File: src/inc/edge_timing_pkg.sv
// constants for the charge-time edge control block
package edge_timing_pkg;
   localparam int          DATA_W            = 32;
   localparam int          ADDR_W            = 12;
   localparam logic [11:0] CONTROL_ADDR      = 12'h000;
   localparam logic [11:0] IRQ_STATUS_ADDR   = 12'h004;
   localparam logic [11:0] IRQ_ENABLE_ADDR   = 12'h008;
   localparam logic [11:0] IRQ_CLEAR_ADDR    = 12'h00C;
   localparam int          UNIT_ENABLE_BIT   = 15;
   localparam int          UNUSED_BIT        = 14;
   localparam int          IDLE_STOP_BIT     = 13;
   localparam int          DELAY_GEN_BIT     = 12;
   localparam int          EDGE_PASS_BIT     = 11;
   localparam int          EDGE_ORDER_BIT    = 10;
   localparam int          GROUND_BIT        = 9;
   localparam int          TRIGGER_BIT       = 8;
   localparam int          SECOND_POL_BIT    = 7;
   localparam int          SECOND_SRC_LSB    = 5;
   localparam int          FIRST_POL_BIT     = 4;
   localparam int          FIRST_SRC_LSB     = 2;
   localparam int          SECOND_SEEN_BIT   = 1;
   localparam int          FIRST_SEEN_BIT    = 0;
   localparam logic [15:0] CONTROL_RESET     = 16'h0000;
   localparam logic [15:0] CONTROL_WMASK     = 16'hBFFF;
   localparam int          IRQ_W             = 3;
   localparam int          IRQ_FIRST         = 0;
   localparam int          IRQ_SECOND        = 1;
   localparam int          IRQ_PULSE         = 2;
   localparam int          SYNC_STAGES       = 2;
   localparam int          SRC_COUNT         = 4;
   localparam logic [1:0]  SRC_TIMER         = 2'h0;
   localparam logic [1:0]  SRC_COMPARE       = 2'h1;
   localparam logic [1:0]  SRC_PIN_TWO       = 2'h2;
   localparam logic [1:0]  SRC_PIN_ONE       = 2'h3;
endpackage

File: src/charge_time_edge_control.sv
// Our own choices: the APB interface to the registers and the register addresses.
`timescale 1ns/1ps
// edge sequencing and control of the charge-time measurement unit
module charge_time_edge_control
   import edge_timing_pkg::*;
(
   input  wire logic                           pclk,
   input  wire logic                           presetn,
   input  wire logic                           psel,
   input  wire logic                           penable,
   input  wire logic                           pwrite,
   input  wire logic [edge_timing_pkg::ADDR_W-1:0] paddr,
   input  wire logic [edge_timing_pkg::DATA_W-1:0] pwdata,
   output logic      [edge_timing_pkg::DATA_W-1:0] prdata,
   output logic                                pready,
   output logic                                pslverr,
   input  wire logic                           cpu_idle,
   input  wire logic                           ext_edge_pin_one,
   input  wire logic                           ext_edge_pin_two,
   input  wire logic                           output_compare_one,
   input  wire logic                           timer_one_event,
   input  wire logic                           comparator_trip,
   output logic                                unit_active,
   output logic                                current_source_on,
   output logic                                source_grounded,
   output logic                                source_to_cmp_two_b,
   output logic                                measure_pulse,
   output logic                                delayed_pulse_out,
   output logic                                trigger_out,
   output logic                                irq
);
   import edge_timing_pkg::*;

   localparam int SYNC_W = SRC_COUNT + 1;

   logic [15:0]       control;
   logic [IRQ_W-1:0]  irq_status;
   logic [IRQ_W-1:0]  irq_enable;
   logic              first_seen;
   logic              second_seen;
   logic              pulse_q;
   logic              charging;
   logic [SYNC_W-1:0] src_now;
   logic [SYNC_W-1:0] src_prev;

   // source index follows the select encoding; comparator sits on top
   wire [SYNC_W-1:0] raw_sources;
   assign raw_sources[SRC_TIMER]   = timer_one_event;
   assign raw_sources[SRC_COMPARE] = output_compare_one;
   assign raw_sources[SRC_PIN_TWO] = ext_edge_pin_two;
   assign raw_sources[SRC_PIN_ONE] = ext_edge_pin_one;
   assign raw_sources[SRC_COUNT]   = comparator_trip;

   edge_sync #(.WIDTH(SYNC_W)) u_sync
   (
      .pclk      (pclk),
      .presetn   (presetn),
      .async_in  (raw_sources),
      .sync_out  (src_now),
      .sync_prev (src_prev)
   );

   function automatic logic edge_hit(input logic [1:0] sel,
                                     input logic       rising,
                                     input logic [SYNC_W-1:0] now,
                                     input logic [SYNC_W-1:0] prev);
      logic n;
      logic p;
      n = now[sel];
      p = prev[sel];
      edge_hit = rising ? (n & ~p) : (~n & p);
   endfunction

   wire        wr_en      = psel & penable & pwrite;
   wire        ctl_sel    = (paddr == CONTROL_ADDR);
   wire        sts_sel    = (paddr == IRQ_STATUS_ADDR);
   wire        ena_sel    = (paddr == IRQ_ENABLE_ADDR);
   wire        clr_sel    = (paddr == IRQ_CLEAR_ADDR);
   wire        mapped     = ctl_sel | sts_sel | ena_sel | clr_sel;
   wire        ctl_wr     = wr_en & ctl_sel;

   wire        unit_en    = control[UNIT_ENABLE_BIT];
   wire        idle_halt  = control[IDLE_STOP_BIT] & cpu_idle;
   wire        running    = unit_en & ~idle_halt;
   wire        delay_mode = control[DELAY_GEN_BIT];
   wire        edges_open = running & control[EDGE_PASS_BIT];
   wire        order_on   = control[EDGE_ORDER_BIT];
   wire        grounded   = control[GROUND_BIT];
   wire [1:0]  first_src  = control[FIRST_SRC_LSB +: 2];
   wire [1:0]  second_src = control[SECOND_SRC_LSB +: 2];
   wire        first_raw  = edge_hit(first_src,
                               control[FIRST_POL_BIT],
                               src_now, src_prev);
   wire        second_raw = edge_hit(second_src,
                               control[SECOND_POL_BIT],
                               src_now, src_prev);
   wire        first_evt  = edges_open & first_raw;
   wire        second_evt = edges_open & second_raw
                            & (~order_on | first_seen);
   wire        cmp_rise   = src_now[SRC_COUNT] & ~src_prev[SRC_COUNT];
   wire        trip_evt   = running & delay_mode & charging & cmp_rise;

   // status bits written by software may clear; a new event wins
   wire wr_first  = ctl_wr & ~pwdata[FIRST_SEEN_BIT];
   wire wr_second = ctl_wr & ~pwdata[SECOND_SEEN_BIT];
   wire next_first_seen  = first_evt | (first_seen & ~wr_first);
   wire next_second_seen = second_evt | (second_seen & ~wr_second);

   wire [IRQ_W-1:0] irq_events;
   assign irq_events[IRQ_FIRST]  = first_evt;
   assign irq_events[IRQ_SECOND] = second_evt;
   assign irq_events[IRQ_PULSE]  = trip_evt;
   wire [IRQ_W-1:0] irq_clr = (wr_en & clr_sel) ? pwdata[IRQ_W-1:0]
                                                : '0;

   wire [15:0] control_view = {control[15:2], second_seen, first_seen};

   // control register; bit 14 never stores
   always_ff @(posedge pclk or negedge presetn)
   begin
      if (!presetn)
      begin
         control <= CONTROL_RESET;
      end
      else if (ctl_wr)
      begin
         control <= pwdata[15:0] & CONTROL_WMASK;
      end
   end

   always_ff @(posedge pclk or negedge presetn)
   begin
      if (!presetn)
      begin
         first_seen <= 1'b0;
      end
      else
      begin
         first_seen <= next_first_seen;
      end
   end

   always_ff @(posedge pclk or negedge presetn)
   begin
      if (!presetn)
      begin
         second_seen <= 1'b0;
      end
      else
      begin
         second_seen <= next_second_seen;
      end
   end

   // delay generation: charge from edge until comparator trips
   wire delay_live    = running & delay_mode;
   wire next_charging = delay_live & ~trip_evt & (charging | first_evt);
   wire next_pulse_q  = delay_live & (trip_evt | (pulse_q & ~first_evt));

   always_ff @(posedge pclk or negedge presetn)
   begin
      if (!presetn)
      begin
         charging <= 1'b0;
      end
      else
      begin
         charging <= next_charging;
      end
   end

   always_ff @(posedge pclk or negedge presetn)
   begin
      if (!presetn)
      begin
         pulse_q <= 1'b0;
      end
      else
      begin
         pulse_q <= next_pulse_q;
      end
   end

   wire [IRQ_W-1:0] next_irq_status = irq_events | (irq_status & ~irq_clr);
   wire             ena_wr          = wr_en & ena_sel;

   always_ff @(posedge pclk or negedge presetn)
   begin
      if (!presetn)
      begin
         irq_status <= '0;
      end
      else
      begin
         irq_status <= next_irq_status;
      end
   end

   always_ff @(posedge pclk or negedge presetn)
   begin
      if (!presetn)
      begin
         irq_enable <= '0;
      end
      else if (ena_wr)
      begin
         irq_enable <= pwdata[IRQ_W-1:0];
      end
   end

   function automatic logic [DATA_W-1:0] irq_word(
      input logic [IRQ_W-1:0] bits);
      irq_word = {{(DATA_W-IRQ_W){1'b0}}, bits};
   endfunction

   // read data loaded in the setup cycle, standing through access
   wire              rd_setup  = psel & ~penable & ~pwrite;
   wire [DATA_W-1:0] read_word = ctl_sel ? {16'h0000, control_view}
                               : sts_sel ? irq_word(irq_status)
                               : ena_sel ? irq_word(irq_enable)
                               : '0;

   always_ff @(posedge pclk or negedge presetn)
   begin
      if (!presetn)
      begin
         prdata <= '0;
      end
      else if (rd_setup)
      begin
         prdata <= read_word;
      end
   end

   // analog controls; outputs held low while unit enable is clear; idle stop leaves grounding and comparator routing on
   wire charge_window          = running & first_seen & ~second_seen;
   wire next_source_grounded   = unit_en & grounded;
   wire next_current_source_on = ~grounded
                                 & (delay_mode ? charging : charge_window);
   wire next_source_to_cmp_b   = unit_en & delay_mode;
   wire next_measure_pulse     = ~delay_mode & charge_window;
   wire next_trigger_out       = running & control[TRIGGER_BIT]
                                 & (first_evt | second_evt);

   always_ff @(posedge pclk or negedge presetn)
   begin
      if (!presetn)
      begin
         unit_active <= 1'b0;
      end
      else
      begin
         unit_active <= running;
      end
   end

   always_ff @(posedge pclk or negedge presetn)
   begin
      if (!presetn)
      begin
         current_source_on <= 1'b0;
      end
      else
      begin
         current_source_on <= next_current_source_on;
      end
   end

   always_ff @(posedge pclk or negedge presetn)
   begin
      if (!presetn)
      begin
         source_grounded <= 1'b0;
      end
      else
      begin
         source_grounded <= next_source_grounded;
      end
   end

   always_ff @(posedge pclk or negedge presetn)
   begin
      if (!presetn)
      begin
         source_to_cmp_two_b <= 1'b0;
      end
      else
      begin
         source_to_cmp_two_b <= next_source_to_cmp_b;
      end
   end

   always_ff @(posedge pclk or negedge presetn)
   begin
      if (!presetn)
      begin
         measure_pulse <= 1'b0;
      end
      else
      begin
         measure_pulse <= next_measure_pulse;
      end
   end

   always_ff @(posedge pclk or negedge presetn)
   begin
      if (!presetn)
      begin
         delayed_pulse_out <= 1'b0;
      end
      else
      begin
         delayed_pulse_out <= pulse_q;
      end
   end

   always_ff @(posedge pclk or negedge presetn)
   begin
      if (!presetn)
      begin
         trigger_out <= 1'b0;
      end
      else
      begin
         trigger_out <= next_trigger_out;
      end
   end

   assign pready  = 1'b1;
   assign pslverr = psel & penable & ~mapped;
   assign irq     = |(irq_status & irq_enable);
endmodule // charge_time_edge_control

File: src/edge_sync.sv
`timescale 1ns/1ps
// two-flop synchroniser bank with a registered previous value
module edge_sync
#(
   parameter int WIDTH = 5
)
(
   input  wire logic             pclk,
   input  wire logic             presetn,
   input  wire logic [WIDTH-1:0] async_in,
   output logic      [WIDTH-1:0] sync_out,
   output logic      [WIDTH-1:0] sync_prev
);
   logic [WIDTH-1:0] stage_one;

   always_ff @(posedge pclk or negedge presetn)
   begin
      if (!presetn)
      begin
         stage_one <= '0;
         sync_out  <= '0;
         sync_prev <= '0;
      end
      else
      begin
         stage_one <= async_in;
         sync_out  <= stage_one;
         sync_prev <= sync_out;
      end
   end
endmodule // edge_sync

File: config.mk
export PLATFORM = sky130hd
export DESIGN_NAME = charge_time_edge_control
export DESIGN_NICKNAME = d
export VERILOG_FILES = /design/src/inc/edge_timing_pkg.sv /design/src/charge_time_edge_control.sv /design/src/edge_sync.sv
export SDC_FILE = /design/constraint.sdc
export NUM_CORES = 1
export LEC_CHECK = 0
export ABC_AREA = 1
export BUFFER_PORTS_ARGS = -buffer_cell sky130_fd_sc_hd__buf_4
export CORE_MARGIN = 1.5
export CORE_UTILIZATION = 49
export CTS_CLUSTER_DIAMETER = 50
export CTS_CLUSTER_SIZE = 28
export DETAILED_ROUTE_END_ITERATION = 8
export PLACE_DENSITY_LB_ADDON = 0.08
export SKIP_CTS_REPAIR_TIMING = 1
export SLEW_MARGIN = 20
export SYNTH_ARGS = -nofsm -noshare
export SYNTH_HDL_FRONTEND = slang
export SYNTH_SLANG_ARGS = --single-unit
File: constraint.sdc
create_clock -name pclk -period 1.7 [get_ports pclk]
set_clock_uncertainty 0.1 [all_clocks]
set_input_delay 0.085 -clock pclk [delete_from_list [all_inputs] [get_ports pclk]]
set_output_delay 0.085 -clock pclk [all_outputs]
set_load 0.1 [all_outputs]
==> After elaboration in Yosys (flattened, before gate mapping) <==
Cells that the tools add are included.
{ "classes": {"bitwise_logic": 70, "eq_ne": 3, "mux": 15, "reduce_logical": 2, "order_cmp": 2} }
{ "ops": {"columns": ["cell", "n"], "rows": [
  ["$and A1 B1 Y1", 38],
  ["$eq A12 B4 Y1 const B", 2],
  ["$not A1 Y1", 19],
  ["$mux W16", 1],
  ["$eq A12 B3 Y1 const B", 1],
  ["$logic_not A12 Y1", 1],
  ["$mux W3", 3],
  ["$or A1 B1 Y1", 9],
  ["$bmux W1 S2", 4],
  ["$lt A2 B4 Y1 const B", 2],
  ["$mux W1", 7],
  ["$and A3 B3 Y3", 2],
  ["$not A3 Y3", 1],
  ["$or A3 B3 Y3", 1],
  ["$reduce_or A3 Y1", 1]
]} }
{ "word_totals": {"register_bits": 79, "word_cells": 110, "inputBits": 55} }

==> Longest topological paths before layout <==
{ "logic_depth": {"ltp_word": 10, "mapped_depth": 11, "mapped_depth_nobuf": 10} }

==> Cells and area by module <==
Synthesis repeated with hierarchy kept, for this count alone.
{ "hier_totals": {"cells_unflattened": 296, "hier_area_um2": 2753.9} }
{ "modules_own_cells": {"columns": ["mod", "seq_area_each_um2", "cells_per_inst", "instances", "area_per_inst_um2"], "rows": [
  ["charge_time_edge_control", 1126.1, 281, 1, 2378.5],
  ["edge_sync", 375.4, 15, 1, 375.4]
]} }

==> Worst setup path after synthesis <==
Ideal clock, no wire load.
{ "synth_path": {"path_kind": "input port to output port", "from": "input paddr[5] (netlist name)", "to": "output pslverr", "cell_stages": 4, "required_ps": 1515, "arrival_time_ps": 1819, "path_slack_ps": -304, "n_path_buf": 0, "cell_sequence": "nor2_1 nand2_1 nor2_8 a21oi_1"} }
{ "synth_between": {"elab_chain_len": 6, "elab_cells_between_ends": 9, "classes_between": "eq/ne (3); bitwise (5); reduce/logical (1)"} }
{ "synth_rtl": {"columns": ["item", "line_no", "source"], "rows": [
  ["start, declared", "charge_time_edge_control.sv:12", "input wire logic [edge_timing_pkg::ADDR_W-1:0] paddr,"],
  ["$eq A12 B3 Y1 / $logic_not A12 Y1 (equally long branches)", "charge_time_edge_control.sv:76, charge_time_edge_control.sv:75", null],
  ["$or A1 B1 Y1 (2 in series)", "charge_time_edge_control.sv:79", "wire mapped = ctl_sel | sts_sel | ena_sel | clr_sel;"],
  ["$or A1 B1 Y1 (*)", "charge_time_edge_control.sv:79", null],
  ["$not A1 Y1 (*)", "charge_time_edge_control.sv:330", "assign pslverr = psel & penable & ~mapped;"],
  ["$and A1 B1 Y1 (*)", "charge_time_edge_control.sv:330", null],
  ["end, declared", "charge_time_edge_control.sv:16", "output logic pslverr,"]
]} }
Every way passes the cells marked *; elsewhere a longest branch is shown, timed or not.

==> Worst setup path in the final report <==
{ "layout_path": {"from": "register control[2]", "to": "register pulse_q"} }
{ "layout_between": {"elab_chain_len": 10, "elab_cells_between_ends": 14, "classes_between": "mux (5); bitwise (9)"} }
{ "layout_rtl": {"columns": ["item", "line_no", "source"], "rows": [
  ["start, declared", "charge_time_edge_control.sv:36", "logic [15:0] control;"],
  ["start signal, assigned", "charge_time_edge_control.sv:127", "control <= pwdata[15:0] & CONTROL_WMASK;"],
  ["$bmux W1 S2 (on tied branches)", "charge_time_edge_control.sv:69, charge_time_edge_control.sv:70", null],
  ["$mux W1 (on tied branches)", "charge_time_edge_control.sv:69, charge_time_edge_control.sv:70", null],
  ["$not A1 Y1", "charge_time_edge_control.sv:71", "edge_hit = rising ? (n & ~p) : (~n & p);"],
  ["$and A1 B1 Y1", "charge_time_edge_control.sv:71", null],
  ["$mux W1 (*)", "charge_time_edge_control.sv:71", null],
  ["$and A1 B1 Y1 (*)", "charge_time_edge_control.sv:97", "wire first_evt = edges_open & first_raw;"],
  ["$not A1 Y1 (*)", "charge_time_edge_control.sv:158", "wire next_pulse_q = delay_live & (trip_evt | (pulse_q & ~first_evt));"],
  ["$and A1 B1 Y1 (*)", "charge_time_edge_control.sv:158", null],
  ["$or A1 B1 Y1 (*)", "charge_time_edge_control.sv:158", null],
  ["$and A1 B1 Y1 (*)", "charge_time_edge_control.sv:158", null],
  ["net next_pulse_q", "charge_time_edge_control.sv:158", null],
  ["end signal, assigned", "charge_time_edge_control.sv:180", "pulse_q <= next_pulse_q;"],
  ["end, declared", "charge_time_edge_control.sv:41", "logic pulse_q;"]
]} }
Mark *: on every way through the listed nets, which the timed path passes. The rest lies on a longest branch. The select of a mux whose other input is x is not followed.
A chain may end at the register's enable or synchronous reset.

==> run_results.csv <==
group,metric,value,unit
grt,antenna_found_initial,0,
worst_hold_path,hold_depth,4,
cells_and_area,area_growth,32.2,%
synth,synth-seq-area-share,55.7,%
grt,grt_overflow_total,0,
worst_setup_path,rr_startpoint,"control[2]$_DFFE_PN0P_",
synth,synth-edff-count,0,
place,post-place-ws,0.203,ns
worst_hold_path,hold_end,"control[2]$_DFFE_PN0P_",
grt,use_met2,28.5,%
worst_hold_path,hold_class,"in -> reg",
cells_and_area,layout.nets,436,
worst_setup_path,timing.rr.end,"pulse_q$_DFF_PN0_",
grt,gr-usage-met1,26.5,%
cells_and_area,fillers,433,
synth,synth_ff_type,"dfrtp_1",
drt,vias_per_cell,4.67,
worst_hold_path,hold_path_startpoint,"paddr[2]",
place,placed_cell_area,3150,um2
clock_network,cts_tree,"done",
sta,setup_viol,0,
synth,yosysWarnings,0,
sta,max_freq,0.668,GHz
floorplan,die_y,77.2,um
worst_setup_path,worstPathRequired,1.82,ns
flow_run,drv_cap,0,
place,gp_congestion,0.861,
synth,synth_cell_types,27,
cells_and_area,stdcell_area,3570,um2
grt,grt_max_degree,61,
synth,syn-mean-instance-area,9.18,um2
cells_and_area,drive_gt1_share,25.9,%
cells_and_area,final_cells,456,
place,place_hpwl,3810,um
worst_setup_path,r2r_slack,0.20,ns
place,portBuffers,61,
drt,vias,2129,
pwr,power,3180,uW
clock_network,cts-root-buf,"clkbuf_8",
run_status,outcome,"completed",
worst_setup_path,cp.arrival,1.62,ns
worst_setup_path,critPathMaxFanout,8,
drt,drc,0,
grt,use_met3,6.07,%
clock_network,clkLatencyLatePin,0.33,ns
clock_network,cts_buffers,9,
cells_and_area,antenna_cells,0,
clock_network,h-tree-depth,3,
floorplan,ios,97,
floorplan,num_rows,26,
pwr,p_per_area,892,nW/um2
clock_network,cts.sinks,60,
sta,worst_pin_slew,0.720,ns
synth,syn_inst,294,
grt,grt_pass1_vias,1928,
sta,fin_crit_sh,88.0,%
place,dp_cells,419,
sta,rsz0062_at_grt,"no",
drt,drt_iter0_drc,90,
synth,syn_area,2700,um2
pwr,power_leakage,0.00186,uW
grt,grt.busiest_layer,"met2",
drt,ant_nets,0,
drt,wl,5450,um
synth,ys_ff_latch,60,
floorplan,initial_core_util,51.8,%
sta,fin_ws,0.204,ns
floorplan,die_area,5960,um2
worst_setup_path,end_kind,"flip-flop",
sta,relSlewSlack,52.0,%
sta,fin_setup_tns,0,ns
floorplan,core_area,5200,um2
sta,slew_viol_final,0,
floorplan,die_w,77.2,um
clock_network,cts.clk_slew.worst_paths,0.07,ns
drt,drt-pass1-iter-count,4,
grt,track_usage,19.3,%
worst_setup_path,cp-start-kind,"flip-flop",
synth,synthArstFlopShare,100,%
worst_setup_path,reg2reg_depth,10,
pwr,vdd_drop_max,0.603,mV
worst_setup_path,crit_type,"reg -> reg",
clock_network,cts_max_path_buffers,2,
sta,hold_viol,0,
sta,finalCriticalPeriod,1.50,ns
grt,grt_pass1_wl,8910,um
drt,wl_per_cell,11.9,um
[report_power, final]
| group | switching [uW] | leakage [uW] | internal, uW |
|---|---|---|---|
| logic | 314 | 0.00105 | 115 |
| clock network | 523 | 0.000102 | 752 |
| registers | 17.2 | 0.000703 | 1460 |
| total | 854 | 0.00186 | 2330 |
[cell usage in the layout, fill, tap and decap left out, drive strengths merged]
cell type / Yosys / routed
nand2: 81 / 81
buf: 22 / 63
dfrtp: 60 / 60
inv: 29 / 29
nor2: 28 / 28
dlygate4sd3: 0 / 21
nand3: 21 / 21
conb: 2 / 18
a21oi: 17 / 17
clkbuf: 2 / 12
o31ai: 12 / 12
o21ai: 12 / 12
o211ai: 3 / 3
clkinv: 0 / 2
nor3: 2 / 2
nand4: 1 / 1
nor4: 1 / 1
and3: 1 / 1
bufinv: 0 / 1
clkinvlp: 0 / 1
[per-stage QoR]
| stage | util, % | hold slack (ns) |
|---|---|---|
| 2_1_floorplan | - | -0.311 |
| 3_5_place_dp | 60.6 | 0.0954 |
| 5_1_grt | 68.5 | 0.00831 |
| 6_report | 68.5 | 0.00461 |
| 3_3_place_gp | 60.6 | 0.0934 |
| 4_1_cts | 64.5 | -0.264 |
[Yosys cell counts (3+ instances only)]
cell type / n / share of area, %
o21ai_1: 8 / 1.5
inv_1: 27 / 3.8
a21oi_2: 10 / 3.2
o31ai_1: 10 / 2.8
buf_4: 18 / 5.0
dfrtp_1: 60 / 56
a21oi_1: 7 / 1.3
buf_6: 3 / 1.3
o211ai_1: 3 / 0.83
nor2_1: 25 / 3.5
nand2_1: 79 / 11
o21ai_0: 4 / 0.74
nand3_1: 20 / 3.7
[registers in the layout, summed over array words and instances, names as in the netlist]
signal / cells
irq_status: 3
second_seen: 1
unit_active: 1
irq_enable: 3
u_sync.stage_one: 5
charging: 1
first_seen: 1
prdata: 15
trigger_out: 1
current_source_on: 1
source_grounded: 1
control: 13
pulse_q: 1
source_to_cmp_two_b: 1
u_sync.sync_prev: 5
delayed_pulse_out: 1
u_sync.sync_out: 5
measure_pulse: 1
[critical path, cell delays in order, from the launching register on]
cell	delay, ns
dfrtp_1	0.47
inv_2	0.12
nand2_1	0.07
nand2_1	0.06
nand2_1	0.04
nand2_1	0.07
nand2_1	0.06
nand2_1	0.07
nand3_1	0.18
nand2_1	0.11
nand2_1	0.05
[layout make-up]
type / instances / area, um2 / area share [%]
clock buffers: 12 / 155 / 4.35
clock inverters: 4 / 47.5 / 1.33
inverters: 29 / 109 / 3.05
multi-input cells: 197 / 970 / 27.2
flip-flops and latches: 60 / 1500 / 42.1
well taps: 70 / 87.6 / 2.46
repair buffers: 84 / 696 / 19.5
[worst max-delay path by stage]
| stage | from | endpoint | slack [ns] | cells past startpoint |
|---|---|---|---|---|
| after global placement | control[2]$_DFFE_PN0P_ | pulse_q$_DFF_PN0_ | 0.26 | 10 |
| after global routing | control[2]$_DFFE_PN0P_ | pulse_q$_DFF_PN0_ | 0.06 | 9 |
| after detailed placement | control[2]$_DFFE_PN0P_ | pulse_q$_DFF_PN0_ | 0.20 | 10 |
| final | control[2]$_DFFE_PN0P_ | pulse_q$_DFF_PN0_ | 0.20 | 10 |
| after CTS | control[2]$_DFFE_PN0P_ | pulse_q$_DFF_PN0_ | 0.19 | 10 |
| after floorplan | paddr[5] | pslverr | 0.26 | 4 |
[cells by family (layout without fill, tap and decap cells)]
logic type	count (synthesis)	count (layout)	share of synthesized area [%]
simple gates	135	135	22.0
buf+inv	53	129	10.8
flops	60	60	55.7
compound gates	44	44	11.3
other cells	2	18	0.278
[per-layer routing]
layer	part of all wire, %	routed length, um
met5	0	0
met4	1.5	83
met3	5.0	271
met2	48	2630
met1	45	2470
Power figures use the tool's default switching activity.
